File: src/hdl/ppcs_map.svh
`ifndef PPCS_MAP_SVH
`define PPCS_MAP_SVH

// register offsets, byte addresses within the slave window
`define PPCS_CFG_OFFSET 8'h00
`define PPCS_STAT_OFFSET 8'h04
`define PPCS_ADDR_MSB 7

// writable bits of the config register; reserved bits read zero
`define PPCS_CFG_RESET 16'h0000
`define PPCS_CFG_WMASK 16'hF7E0

// status register fields
`define PPCS_STAT_ACK_BIT 0
`define PPCS_STAT_ERR_BIT 1
`define PPCS_STAT_ACTIVE_BIT 2

// port width codes
`define PPCS_WIDTH_8 2'h0
`define PPCS_WIDTH_4 2'h1
`define PPCS_WIDTH_16 2'h2
`define PPCS_WIDTH_RSVD 2'h3

// bus constants
`define PPCS_HSIZE_WORD 3'h2

// pin state after reset: strobes idle high for the all-zero config
`define PPCS_PIN_RESET 9'h178

`endif

File: src/hdl/ppcs_pkg.sv
package ppcs_pkg;

  typedef struct packed {
    logic region_disable;
    logic cs_polarity;
    logic cs_pin_enable;
    logic byte_enable_polarity;
    logic rsvd11;
    logic write_strobe_polarity;
    logic read_strobe_polarity;
    logic strobe_style_select;
    logic ack_polarity;
    logic [1:0] port_width_select;
    logic [4:0] rsvd4_0;
  } ppcs_cfg_type;

  typedef struct packed {
    ppcs_cfg_type cfg;
    logic wr_pend;
    logic [7:0] wr_addr;
    logic [31:0] rdata;
    logic width_err;
  } ppcs_bus_state_type;

  typedef struct packed {
    logic cs_out;
    logic cs_oe;
    logic lane_lo;
    logic lane_hi;
    logic rd;
    logic wr;
    logic ack;
    logic [1:0] width;
  } ppcs_pin_type;

endpackage

File: src/hdl/ppcs_cfg_if.sv
`timescale 1ns/1ps
`default_nettype none
interface ppcs_cfg_if;
  ppcs_pkg::ppcs_cfg_type cfg;
  logic access_req;
  logic access_write;
  logic [1:0] lane_sel;
  logic ack_raw;

  modport src (
    output cfg,
    output access_req,
    output access_write,
    output lane_sel,
    output ack_raw
  );

  modport dst (
    input cfg,
    input access_req,
    input access_write,
    input lane_sel,
    input ack_raw
  );
endinterface
`default_nettype wire

File: src/hdl/ppcs_top.sv
// The register offsets and the AHB-Lite register port were decided locally.
`timescale 1ns/1ps
`include "ppcs_map.svh"
`default_nettype none
module ppcs_top (
  input wire logic hclk,
  input wire logic hresetn,
  input wire logic hsel,
  input wire logic [31:0] haddr,
  input wire logic [1:0] htrans,
  input wire logic hwrite,
  input wire logic [2:0] hsize,
  input wire logic hready,
  input wire logic [31:0] hwdata,
  output logic hreadyout,
  output logic hresp,
  output logic [31:0] hrdata,
  input wire logic access_req,
  input wire logic access_write,
  input wire logic [1:0] lane_sel,
  input wire logic ack_line,
  output logic region_select_pin_out,
  output logic region_select_pin_oe,
  output logic lane_enable_low,
  output logic lane_enable_high,
  output logic read_line,
  output logic write_line,
  output logic ack_seen,
  output logic [1:0] port_width_select
);

  ppcs_pkg::ppcs_bus_state_type st;
  ppcs_pkg::ppcs_bus_state_type next_st;
  ppcs_pkg::ppcs_pin_type pins;
  logic addr_ok;

  // word offset match; upper address bits must be zero so read aliases stay unmapped (writes keep only haddr[7:0], so write aliases hit)
  function automatic logic reg_hit(input logic [31:0] addr, input logic [7:0] offs);
    reg_hit = (addr[31:`PPCS_ADDR_MSB + 1] == '0) && (addr[7:2] == offs[7:2]);
  endfunction

  // reserved width code keeps the old width rather than a lane pattern nobody wired
  function automatic ppcs_pkg::ppcs_cfg_type cfg_write(
      input ppcs_pkg::ppcs_cfg_type old, input logic [15:0] data);
    ppcs_pkg::ppcs_cfg_type nv;
    nv = ppcs_pkg::ppcs_cfg_type'(data & `PPCS_CFG_WMASK);
    if (nv.port_width_select == `PPCS_WIDTH_RSVD) begin
      nv.port_width_select = old.port_width_select;
    end
    cfg_write = nv;
  endfunction

  function automatic logic [31:0] read_value(
      input ppcs_pkg::ppcs_bus_state_type s, input logic [31:0] addr,
      input ppcs_pkg::ppcs_pin_type p);
    logic [31:0] v;
    v = 32'h0000_0000;
    if (reg_hit(addr, `PPCS_CFG_OFFSET)) begin
      v[15:0] = s.cfg;
    end else if (reg_hit(addr, `PPCS_STAT_OFFSET)) begin
      v[`PPCS_STAT_ACK_BIT] = p.ack;
      v[`PPCS_STAT_ERR_BIT] = s.width_err;
      v[`PPCS_STAT_ACTIVE_BIT] = access_req & ~s.cfg.region_disable;
    end
    read_value = v;
  endfunction

  assign addr_ok = hsel & hready & htrans[1] & (hsize == `PPCS_HSIZE_WORD);

  always_comb begin
    logic [31:0] wa;
    wa = {24'h00_0000, st.wr_addr};
    next_st = st;
    next_st.wr_pend = 1'b0;
    // data phase of a write lands here
    if (st.wr_pend) begin
      if (reg_hit(wa, `PPCS_CFG_OFFSET)) begin
        next_st.cfg = cfg_write(st.cfg, hwdata[15:0]);
        if (hwdata[6:5] == `PPCS_WIDTH_RSVD) begin
          next_st.width_err = 1'b1;
        end
      end else if (reg_hit(wa, `PPCS_STAT_OFFSET) && hwdata[`PPCS_STAT_ERR_BIT]) begin
        next_st.width_err = 1'b0;
      end
    end
    // address phase; read data taken from the updated state so a
    // read right behind a write sees the new value
    if (addr_ok) begin
      if (hwrite) begin
        next_st.wr_pend = 1'b1;
        next_st.wr_addr = haddr[7:0];
      end else begin
        next_st.rdata = read_value(next_st, haddr, pins);
      end
    end
  end

  always_ff @(posedge hclk or negedge hresetn) begin
    if (!hresetn) begin
      st <= '0;
    end else begin
      st <= next_st;
    end
  end

  // zero-wait slave, always OKAY
  assign hreadyout = 1'b1;
  assign hresp = 1'b0;
  assign hrdata = st.rdata;

  ppcs_cfg_if link ();

  assign link.cfg = st.cfg;
  assign link.access_req = access_req;
  assign link.access_write = access_write;
  assign link.lane_sel = lane_sel;
  assign link.ack_raw = ack_line;

  ppcs_strobe u_strobe (
    .hclk(hclk),
    .hresetn(hresetn),
    .link(link.dst),
    .pins(pins)
  );

  assign region_select_pin_out = pins.cs_out;
  assign region_select_pin_oe = pins.cs_oe;
  assign lane_enable_low = pins.lane_lo;
  assign lane_enable_high = pins.lane_hi;
  assign read_line = pins.rd;
  assign write_line = pins.wr;
  assign ack_seen = pins.ack;
  assign port_width_select = pins.width;
endmodule // ppcs_top
`default_nettype wire

File: src/hdl/ppcs_strobe.sv
`timescale 1ns/1ps
`include "ppcs_map.svh"
`default_nettype none
module ppcs_strobe (
  input wire logic hclk,
  input wire logic hresetn,
  ppcs_cfg_if.dst link,
  output ppcs_pkg::ppcs_pin_type pins
);

  ppcs_pkg::ppcs_pin_type st;
  ppcs_pkg::ppcs_pin_type next_st;

  // level on a pin for an asserted/negated function under a polarity bit
  function automatic logic drive_level(input logic assert_it, input logic pol);
    drive_level = pol ? assert_it : ~assert_it;
  endfunction

  always_comb begin
    logic active;
    active = link.access_req & ~link.cfg.region_disable;
    next_st = st;
    next_st.cs_oe = link.cfg.cs_pin_enable;
    next_st.cs_out = drive_level(active, link.cfg.cs_polarity);
    next_st.lane_lo = drive_level(active & link.lane_sel[0],
                                  link.cfg.byte_enable_polarity);
    next_st.lane_hi = drive_level(active & link.lane_sel[1],
                                  link.cfg.byte_enable_polarity);
    if (link.cfg.strobe_style_select) begin
      // combined: read pin is direction (asserted = read), write pin is enable
      next_st.rd = drive_level(~link.access_write,
                               link.cfg.read_strobe_polarity);
      next_st.wr = drive_level(active, link.cfg.write_strobe_polarity);
    end else begin
      // same polarity meaning whether the far end is master or slave
      next_st.rd = drive_level(active & ~link.access_write,
                               link.cfg.read_strobe_polarity);
      next_st.wr = drive_level(active & link.access_write,
                               link.cfg.write_strobe_polarity);
    end
    next_st.ack = drive_level(link.ack_raw, link.cfg.ack_polarity);
    next_st.width = link.cfg.port_width_select;
  end

  always_ff @(posedge hclk or negedge hresetn) begin
    if (!hresetn) begin
      st <= `PPCS_PIN_RESET;
    end else begin
      st <= next_st;
    end
  end

  assign pins = st;

endmodule // ppcs_strobe
`default_nettype wire

File: config.mk
export PLATFORM = sky130hd
export DESIGN_NAME = ppcs_top
export DESIGN_NICKNAME = d
export VERILOG_FILES = /design/src/hdl/ppcs_pkg.sv /design/src/hdl/ppcs_cfg_if.sv /design/src/hdl/ppcs_top.sv /design/src/hdl/ppcs_strobe.sv
export VERILOG_INCLUDE_DIRS = /design/src /design/src/hdl
export SDC_FILE = /design/constraint.sdc
export NUM_CORES = 1
export LEC_CHECK = 0
export ABC_AREA = 1
export BUFFER_PORTS_ARGS = -buffer_cell sky130_fd_sc_hd__buf_2
export CORE_UTILIZATION = 48
export CTS_CLUSTER_SIZE = 30
export DETAILED_ROUTE_END_ITERATION = 10
export GPL_TIMING_DRIVEN = 0
export PLACE_DENSITY = 0.84
export SLEW_MARGIN = 20
export SYNTH_ARGS = -nofsm -noshare
export SYNTH_HDL_FRONTEND = slang
export SYNTH_SLANG_ARGS = --single-unit
File: constraint.sdc
create_clock -name hclk -period 2.19 [get_ports hclk]
set_input_delay 0.219 -clock hclk [delete_from_list [all_inputs] [get_ports hclk]]
set_output_delay 0.219 -clock hclk [all_outputs]
set_load 0.005 [all_outputs]
==> impl_metrics.env, run 1 <==
export IMPL_path_delay_family="simple AND/OR/NAND/NOR gates"
export IMPL_critPathBufInv=1
export IMPL_synth_area_top_cells="dfrtp_1 47%, nand2_1 13%, buf_4 11%, nor2_1 5.9%, dfstp_2 5.6%"
export IMPL_start_util_pct=49.8
export IMPL_grt_overflow=0
export IMPL_grt_pass1_wl_um=7880
export IMPL_required_ns=2.43
export IMPL_core_area_um2=4690
export IMPL_ys_ff_latch=49
export IMPL_crit_chain="nor2_1 -> nand4_1 -> buf_2 -> nand2_1 -> nand2_2 -> nor2_1 -> nand2_1 -> nand3_1"
export IMPL_yosysWarnings=0
export IMPL_ant_nets=0
export IMPL_drt_wl_total_um=4470
export IMPL_reg2reg_slack_ns=0.74
export IMPL_die_y_um=71.7
export IMPL_clockRootBuffer="clkbuf_8"
export IMPL_clk_pin_slew_worst_paths_ns=0.09
export IMPL_post_drt_wl_per_cell_um=10.6
export IMPL_relSlewSlack_pct=60.7
export IMPL_ctsResizeCount=0
export IMPL_drt_iter0_markers=103
export IMPL_synth_area_leader_cell="dfrtp_1"
export IMPL_grt_setup_unrepaired="false"
export IMPL_fin_crit_sh_pct=66.3
export IMPL_end_kind="flop"
export IMPL_power_mw=1.70
export IMPL_synth_area_um2=2330
export IMPL_fmax_ghz=0.689
export IMPL_cp_max_fo=10
export IMPL_fin_skew_ns=0.0104
export IMPL_cts_setup_buffers=0
export IMPL_vdd_drop_max_mv=0.268
export IMPL_track_usage_pct=19.7
export IMPL_via_count=1838
export IMPL_status="complete, no violations"
export IMPL_maxCapViolCount=0
export IMPL_max_stage_delay_ns=0.39
export IMPL_num_rows=25
export IMPL_antenna_found_initial=0
export IMPL_p_leak_nw=1.73
export IMPL_hold_viol=0
export IMPL_nets=445
export IMPL_dp_cells=412
export IMPL_grt_pass1_vias=1842
export IMPL_ctsHoldBuffers=0
export IMPL_antenna_cells=0
export IMPL_drc=0
export IMPL_seq_area_frac_synth_pct=52.8
export IMPL_crit_type="reg -> reg"
export IMPL_setup_violations_final=0
export IMPL_fin_crit_ns=1.45
export IMPL_htree_levels=2
export IMPL_worst_pin_slew_ns=0.590
export IMPL_gp_congestion=0.706
export IMPL_numClockSinks=49
export IMPL_grt_start_max_net_pins=50
export IMPL_synth_commonest_cells="82 x nand2_1, 44 x dfrtp_1, 37 x nor2_1"
export IMPL_layout_drive_gt1_share_pct=39.0
export IMPL_pin_count=122
export IMPL_synth_edff_count=0
export IMPL_crit_arrival_ns=1.69
export IMPL_avgSynthCellArea_um2=8.88
export IMPL_port_buffer_count=79
export IMPL_hp_class="in -> reg"
export IMPL_startpoint_type="flop"
export IMPL_drv_slew=0
export IMPL_dieArea_um2=5150
export IMPL_stdcell_count=421
export IMPL_synth_cells=263
export IMPL_powerDensity_nw_per_um2=573
export IMPL_worstSkewPairLatency_ns=0.30
export IMPL_dp_hpwl_um=3430
export IMPL_tns_ns=0
export IMPL_worst_path_max_delay_cell="dfrtp_1"
export IMPL_yosysTopAreaCellShare_pct=47.2
export IMPL_via_per_inst=4.37
export IMPL_synthToLayoutAreaGrowth_pct=26.8
export IMPL_yosys_cell_count_top_type="nand2_1"
export IMPL_synth_distinct_cells=28
export IMPL_synthFlopType="dfrtp_1"
export IMPL_cts_tree="yes"
export IMPL_async_flop_share_pct=100
export IMPL_numCtsBuffers=5
export IMPL_die_w_um=71.7
export IMPL_clockBufferDepth=2
export IMPL_first_pass_iters=4
[through the flow]
stage | cell area, um^2 | worst slack, ns | util (%) | hold WS (ns)
6_report | 2960 | 0.739 | 63.1 | 0.0826
5_1_grt | 2960 | 0.561 | 63.1 | 0.0835
4_1_cts | 2950 | 0.729 | 62.9 | 0.0769
3_5_place_dp | 2860 | 0.741 | 60.9 | 0.368
3_3_place_gp | 2860 | 0.780 | 60.9 | 0.363
2_1_floorplan | 2390 | 0.980 | - | -0.0766
[layout make-up]
cell class	count	area [um^2]
fill	401	1730
sequential	49	1230
multi-input combinational	173	808
timing repair buffer	80	408
buffer	38	283
inverter	19	71.3
clock buffer	5	68.8
tap	54	67.6
clock inverter	3	22.5
[cell families (layout without fill, tap and decap cells)]
kind of cell | count (synthesis) | after routing | share of synthesized area (%)
AOI/OAI and AO/OA | 8 | 8 | 1.82
xor gates and xnor gates | 6 | 6 | 2.25
buffers and inverters | 57 | 145 | 15.2
DFF | 49 | 49 | 52.8
muxes | 5 | 5 | 2.41
other | 2 | 18 | 0.322
and+or+nand+nor | 136 | 136 | 25.2
[cells in the final DEF, fill, tap and decap left out, drive strengths merged]
master,instances
buf,116
nand2,84
dfrtp,44
nor2,41
inv,19
conb,18
nand3,8
clkbuf,6
o21ai,6
dfstp,5
mux2,5
xor2,4
nand4,3
clkinv,3
xnor2,2
o21bai,1
a21oi,1
dlygate4sd3,1
[sequential cells by signal (all words and copies together) (netlist names)]
| signal | flops |
|---|---|
| hrdata | 16 |
| link.cfg | 16 |
| u_strobe.pins | 9 |
| st | 8 |
[report_power, final]
| part | leakage (nW) | switching, mW | internal, mW |
|---|---|---|---|
| Combinational | 1.08 | 0.0974 | 0.0977 |
| Clock | 0.0481 | 0.303 | 0.227 |
| Sequential | 0.603 | 0.0192 | 0.952 |
| Total | 1.73 | 0.420 | 1.28 |
[routing by layer]
layer	vias up	part of all wire [%]	track usage (%)
li1	957	-	-
met1	840	45	23.5
met2	34	51	35.4
met3	7	3.6	5.06
met4	0	0.80	5.23
met5	-	0	0
[final timing paths]
check	from	to	cells past startpoint
setup reg to reg	st[39]	hrdata[2]	8
hold / removal	ack_line	u_strobe.pins[2]	2
min in group asynchronous	hresetn	u_strobe.pins[0]	2
hold reg to reg	link.cfg[5]	u_strobe.pins[0]	0
max in group asynchronous	hresetn	hrdata[4]	2
setup / recovery	st[39]	hrdata[2]	8
(Power assumes the default switching activity.)
==> run 2, diff against run 1 <==
--- a/config.mk
+++ b/config.mk
@@ -8,11 +8,11 @@
 export LEC_CHECK = 0
 export ABC_AREA = 1
 export BUFFER_PORTS_ARGS = -buffer_cell sky130_fd_sc_hd__buf_2
-export CORE_UTILIZATION = 48
+export CORE_UTILIZATION = 45
 export CTS_CLUSTER_SIZE = 30
 export DETAILED_ROUTE_END_ITERATION = 10
 export GPL_TIMING_DRIVEN = 0
-export PLACE_DENSITY = 0.84
+export PLACE_DENSITY = 0.8
 export SLEW_MARGIN = 20
 export SYNTH_ARGS = -nofsm -noshare
 export SYNTH_HDL_FRONTEND = slang
==> constraint.sdc (replaced) <==
create_clock -name hclk -period 1.5 [get_ports hclk]
set_input_delay 0.15 -clock hclk [delete_from_list [all_inputs] [get_ports hclk]]
set_output_delay 0.15 -clock hclk [all_outputs]
set_load 0.005 [all_outputs]
==> run 2 against run 1 <==
Net effect: die area rose by 6.5%; combinational power rose by 47%; count of clock-buffer cells in the layout rose by 3; sequential share of layout area fell by 0.52 points; sequential power rose by 46%; worst hold slack got worse by 0.040 ns; clock power rose by 45%; non-clock buffer count rose by 1; global-route usage fell by 2.1 points; sequential cell count did not move; wire length rose by 2.3%; critical path type unchanged; largest cell class unchanged.
==> impl_metrics.env, run 2 (same netlist as run 1, synthesis figures left out) <==
export IMPL_status="complete, no violations"
export IMPL_track_usage_pct=17.6
export IMPL_relSlewSlack_pct=60.1
export IMPL_vdd_drop_max_mv=0.576
export IMPL_grt_use_met1_pct=20.4
export IMPL_nets=446
export IMPL_crit_type="reg -> reg"
export IMPL_drc=0
export IMPL_core_area_um2=4850
export IMPL_use_met2_pct=32.3
export IMPL_hp_class="in -> reg"
export IMPL_fmax_ghz=0.719
export IMPL_via_per_inst=4.32
export IMPL_min_to="u_strobe.pins[2]"
export IMPL_worstSkewPairLatency_ns=0.29
export IMPL_die_w_um=74.0
export IMPL_drt_iter0_markers=48
export IMPL_min_from="ack_line"
export IMPL_via_count=1880
export IMPL_grt_overflow=0
export IMPL_num_rows=25
export IMPL_holdWs_ns=0.0424
export IMPL_grt_util_met3_pct=3.66
export IMPL_pin_count=122
export IMPL_final_cell_mix="82 x nand2_1, 78 x buf_2, 44 x dfrtp_1"
export IMPL_reg2reg_slack_ns=0.11
export IMPL_clockRootBuffer="clkbuf_8"
export IMPL_dp_hpwl_um=3500
export IMPL_ant_nets=0
export IMPL_layout_drive_gt1_share_pct=39.1
export IMPL_die_y_um=74.0
export IMPL_max_stage_delay_ns=0.39
export IMPL_maxCapViolCount=0
export IMPL_clk_pin_slew_worst_paths_ns=0.09
export IMPL_worst_pin_slew_ns=0.599
export IMPL_cp_max_fo=9
export IMPL_start_util_pct=48.2
export IMPL_setup_violations_final=0
export IMPL_first_pass_iters=4
export IMPL_p_switching_uw=567
export IMPL_hold_viol=0
export IMPL_postLayoutCellArea_um2=3000
export IMPL_grt_start_max_net_pins=50
export IMPL_drv_slew=0
export IMPL_port_buffer_count=79
export IMPL_crit_chain="nor2_1 -> nand4_1 -> buf_6 -> nand2_1 -> nand2_2 -> nor2_1 -> nand2_1 -> nand3_1"
export IMPL_htree_levels=2
export IMPL_startpoint_type="flop"
export IMPL_drt_wl_total_um=4580
export IMPL_busiest_layer="met2"
export IMPL_r2r_end="hrdata[2]"
export IMPL_combPwrFrac_pct=11.6
export IMPL_worstRegToRegCells=8
export IMPL_numClockSinks=49
export IMPL_antenna_found_initial=0
export IMPL_grt_pass1_vias=1838
export IMPL_required_ns=1.72
export IMPL_post_dp_cell_area_um2=2870
export IMPL_synthToLayoutAreaGrowth_pct=28.5
export IMPL_r2r_start="st[36]"
export IMPL_numCtsBuffers=5
export IMPL_dieArea_um2=5480
export IMPL_grt_setup_unrepaired="false"
export IMPL_end_kind="flop"
export IMPL_worst_path_max_delay_cell="dfrtp_1"
export IMPL_pwr_share_clk_pct=31.1
export IMPL_antenna_cells=0
export IMPL_final_common_cell="nand2_1"
export IMPL_fin_crit_sh_pct=92.8
export IMPL_crit_arrival_ns=1.61
export IMPL_fin_crit_ns=1.39
export IMPL_clockBufferDepth=2
export IMPL_post_drt_wl_per_cell_um=10.5
export IMPL_netSwitchingFraction_pct=22.9
export IMPL_gp_congestion=0.744
export IMPL_cts_tree="yes"
export IMPL_p_seq_share_pct=57.3
export IMPL_tns_ns=0
export IMPL_fin_skew_ns=0.0106
export IMPL_p_leak_nw=1.74
export IMPL_powerDensity_nw_per_um2=826
export IMPL_grt_pass1_wl_um=7470
export IMPL_holdPathStages=2
export IMPL_p_int_mw=1.91
[run 2: changes by cell type in the layout (fill, tap and decap cells not counted), moves of 2 or more]
cell | previous run | this run
buf_6 | 1 | 3
clkbuf_1 | 1 | 3
clkinv_4 | 2 | 0
nor2_1 | 37 | 35
nor2_2 | 1 | 3
[run 2: through the flow]
| stage | instances | power, mW | util (%) | setup WS [ns] |
|---|---|---|---|---|
| 2_1_floorplan | 279 | 1.59 | - | 0.290 |
| 5_1_grt | 435 | 2.60 | 61.9 | 0.00117 |
| 4_1_cts | 433 | 2.50 | 61.1 | 0.0342 |
| 3_5_place_dp | 425 | 1.73 | 59.3 | 0.0671 |
| 6_report | 435 | 2.48 | 61.9 | 0.109 |
| 3_3_place_gp | 425 | 1.72 | 59.3 | 0.0865 |
[run 2: cell type report]
| class | count | area [um^2] |
|---|---|---|
| Fill cell | 462 | 1850 |
| Sequential cell | 49 | 1230 |
| Multi-Input combinational cell | 173 | 813 |
| Timing Repair Buffer | 81 | 415 |
| Buffer | 38 | 293 |
| Clock buffer | 8 | 90.1 |
| Tap cell | 67 | 83.8 |
| Inverter | 19 | 71.3 |
[run 2: worst max-delay path by stage]
stage | from | end | slack [ns] | depth (start not counted)
floorplan | st[38] | hrdata[2] | 0.29 | 8
global placement | st[38] | hrdata[2] | 0.09 | 8
detailed placement | st[38] | hrdata[2] | 0.07 | 8
CTS | st[38] | hrdata[2] | 0.03 | 8
global route | st[38] | hrdata[2] | 0.001 | 8
finish | st[36] | hrdata[2] | 0.11 | 8
[run 2: critical path: cells and delay by family (launching register included)]
kind / cells / cell delay (ns)
AND/OR/NAND/NOR: 7 / 0.71
buffers and inverters: 1 / 0.22
flip-flops: 1 / 0.39
[run 2: routing by layer]
layer  routed length, um  part of all wire (%)
met1                1880                    41
met3                 266                   5.8
met5                   0                     0
met4                  53                   1.2
met2                2370                    52
[run 2: power by group through the flow]
stage	sequential, mW	clock (mW)	combinational (mW)
after global placement	1.44	0	0.277
after floorplan	1.44	0	0.145
final	1.42	0.771	0.287
after global routing	1.43	0.842	0.327
after CTS	1.42	0.795	0.285
after detailed placement	1.44	0	0.284
[run 2: what timing repair did]
action | in CTS | in global routing
endpoints found under the hold margin | 0 | 44
endpoints found under the setup margin | 0 | 7
hold buffers | 0 | 1
gates resized for setup | 0 | 6
buffers inserted | 0 | 1
==> run 3, diff against run 2 <==
--- a/config.mk
+++ b/config.mk
@@ -6,13 +6,13 @@
 export SDC_FILE = /design/constraint.sdc
 export NUM_CORES = 1
 export LEC_CHECK = 0
-export ABC_AREA = 1
+export ABC_AREA = 0
 export BUFFER_PORTS_ARGS = -buffer_cell sky130_fd_sc_hd__buf_2
-export CORE_UTILIZATION = 45
+export CORE_UTILIZATION = 44
 export CTS_CLUSTER_SIZE = 30
 export DETAILED_ROUTE_END_ITERATION = 10
 export GPL_TIMING_DRIVEN = 0
-export PLACE_DENSITY = 0.8
+export PLACE_DENSITY = 0.79
 export SLEW_MARGIN = 20
 export SYNTH_ARGS = -nofsm -noshare
 export SYNTH_HDL_FRONTEND = slang
==> run 3 against run 2 <==
Net effect: the flow now finishes with violations (setup timing); critical endpoint is now hrdata[7]; first-iteration DRC count rose by 58%; synthesized area down 5.0%; total power rose by 7.1%; largest power group unchanged.
==> impl_metrics.env, run 3 <==
export IMPL_relSlewSlack_pct=61.0
export IMPL_synthFlopType="dfrtp_1"
export IMPL_nets=368
export IMPL_hp_class="in -> reg"
export IMPL_track_usage_pct=17.9
export IMPL_avgSynthCellArea_um2=12.4
export IMPL_die_y_um=73.0
export IMPL_grt_pass1_vias=1550
export IMPL_clockBufferDepth=2
export IMPL_end_kind="flop"
export IMPL_fin_crit_sh_pct=137
export IMPL_synth_edff_count=0
export IMPL_yosys_cell_count_top_type="dfrtp_1"
export IMPL_die_w_um=73.0
export IMPL_layout_drive_gt1_share_pct=52.1
export IMPL_fin_ws_ns=-0.548
export IMPL_clk_pin_slew_worst_paths_ns=0.09
export IMPL_p_leak_nw=1.60
export IMPL_numClockSinks=49
export IMPL_port_buffer_count=78
export IMPL_post_drt_wl_per_cell_um=12.4
export IMPL_core_area_um2=4790
export IMPL_grt_start_max_net_pins=50
export IMPL_fillCellCount=406
export IMPL_crit_arrival_ns=2.23
export IMPL_synth_cells=179
export IMPL_regArea_um2=1230
export IMPL_htree_levels=2
export IMPL_powerDensity_nw_per_um2=890
export IMPL_worstSkewPairLatency_ns=0.30
export IMPL_drt_iter0_markers=76
export IMPL_synth_area_leader_cell="dfrtp_1"
export IMPL_hold_viol=0
export IMPL_netSwitchingFraction_pct=24.9
export IMPL_synth_distinct_cells=37
export IMPL_antenna_cells=0
export IMPL_drt_wl_total_um=4420
export IMPL_grt_overflow=0
export IMPL_numCtsBuffers=5
export IMPL_async_flop_share_pct=100
export IMPL_pin_count=122
export IMPL_via_count=1641
export IMPL_first_pass_iters=4
export IMPL_crit_type="reg -> reg"
export IMPL_synth_area_top_cells="dfrtp_1 50%, buf_4 12%, mux2_1 6.1%, a22o_1 5.9%, dfstp_2 5.9%"
export IMPL_final_cell_mix="78 x buf_2, 44 x dfrtp_1, 42 x buf_4"
export IMPL_grt_pass1_wl_um=7200
export IMPL_synth_commonest_cells="44 x dfrtp_1, 34 x buf_4, 15 x a22o_1"
export IMPL_p_switching_uw=661
export IMPL_fin_crit_ns=2.05
export IMPL_seq_area_frac_synth_pct=55.6
export IMPL_fmax_ghz=0.488
export IMPL_fin_skew_ns=0.00754
export IMPL_multi_input_area_um2=792
export IMPL_yosysWarnings=0
export IMPL_status="finished, violations left"
export IMPL_start_util_pct=46.3
export IMPL_gp_congestion=0.718
export IMPL_clockRootBuffer="clkbuf_8"
export IMPL_holdWs_ns=0.0249
export IMPL_vdd_drop_max_mv=0.467
export IMPL_drc=0
export IMPL_yosysTopAreaCellShare_pct=49.7
export IMPL_violations="setup timing"
export IMPL_p_seq_share_pct=57.4
export IMPL_dieArea_um2=5330
export IMPL_via_per_inst=4.60
export IMPL_ys_ff_latch=49
export IMPL_pwr_share_clk_pct=28.2
export IMPL_maxCapViolCount=0
export IMPL_synthToLayoutAreaGrowth_pct=34.5
export IMPL_setup_violations_final=33
export IMPL_startpoint_type="flop"
export IMPL_place_ws_ns=-0.669
export IMPL_drv_slew=0
export IMPL_final_common_cell="buf_2"
export IMPL_ant_nets=0
export IMPL_dp_hpwl_um=3230
export IMPL_synth_area_um2=2220
export IMPL_combPwrFrac_pct=14.5
export IMPL_p_int_mw=1.99
export IMPL_worst_pin_slew_ns=0.585
export IMPL_antenna_found_initial=0
export IMPL_cp_max_fo=8
export IMPL_grt_setup_unrepaired="true"
export IMPL_required_ns=1.68
export IMPL_cts_tree="yes"
export IMPL_num_rows=25
-- run 3: cell count changes after synthesis, sizes merged, moves of 4 or more --
cell | previous run | this run
a22o | 0 | 15
inv | 19 | 3
and2 | 0 | 5
nand2 | 84 | 5
nor2 | 41 | 4
mux2 | 5 | 14
nor3 | 0 | 4
nor4 | 0 | 7
nand3 | 8 | 0
-- run 3: kinds of logic (layout without fill, tap and decap cells) --
| group | after synthesis | after routing | synth area share [%] |
|---|---|---|---|
| multiplexers | 16 | 16 | 8.35 |
| flip-flops | 49 | 49 | 55.6 |
| buffers and inverters | 44 | 139 | 14.0 |
| XOR/XNOR | 6 | 6 | 2.37 |
| AND/OR/NAND/NOR | 36 | 36 | 9.82 |
| other | 2 | 18 | 0.339 |
| AO/OA/AOI/OAI | 26 | 26 | 9.54 |
-- run 3: power groups by stage --
stage	Sequential, mW	Combinational [mW]	Clock, mW
after floorplan	1.54	0.179	0
after global placement	1.54	0.346	0
after detailed placement	1.54	0.357	0
after CTS	1.52	0.366	0.769
after global routing	1.54	0.431	0.833
final	1.52	0.384	0.748
-- run 3: final timing paths --
check | startpoint | end | slack (ns) | cells after the start
max | st[38] | hrdata[7] | -0.55 | 6
min | ack_line | u_strobe.pins[2] | 0.02 | 2
max reg2reg | st[38] | hrdata[7] | -0.55 | 6
min reg2reg | link.cfg[6] | u_strobe.pins[1] | 0.38 | 0
max in group asynchronous | hresetn | link.cfg[4] | 0.70 | 2
min in group asynchronous | hresetn | link.cfg[10] | 0.41 | 2
-- run 3: critical path, cell delays in order (launching register included) --
cell	delay, ns
dfrtp_1	0.39
or4b_4	0.55
or2_1	0.24
buf_6	0.15
buf_8	0.13
mux2_4	0.30
a22o_1	0.18
-- run 3: area by class of cell --
cell class,instances,area share [%]
Buffer,40,9.99
Sequential cell,49,41.3
Inverter,3,0.378
Clock buffer,5,2.31
Timing Repair Buffer,88,16.0
Tap cell,67,2.81
Clock inverter,3,0.587
Multi-Input combinational cell,102,26.6
-- run 3: metal layers --
metal	track usage, %	vias to the layer above	wire, um
li1	-	804	-
met1	23.7	781	2010
met2	29.1	51	2170
met3	5.25	5	210
met4	3.92	0	32
met5	0	-	0
-- run 3: timing repair --
action / 4_1_cts / 5_1_grt
gates cloned: 1 / 0
hold buffers: 0 / 1
gates resized for setup: 9 / 8
pin swaps: 5 / 5
hold endpoints to repair: 0 / 44
buffers inserted: 4 / 5
endpoints found under the setup margin: 32 / 32
-- run 3: through the flow --
step / setup TNS, ns / power, mW / instances / utilization [%] / area, um^2
floorplan: -11.36 / 1.72 / 195 / - / 2280
global placement: -14.79 / 1.88 / 340 / 57.6 / 2760
detailed placement: -15.13 / 1.90 / 340 / 57.6 / 2760
CTS: -12.01 / 2.66 / 352 / 61.2 / 2930
global route: -13.75 / 2.80 / 357 / 62.3 / 2980
finish: -12.55 / 2.65 / 357 / 62.3 / 2980
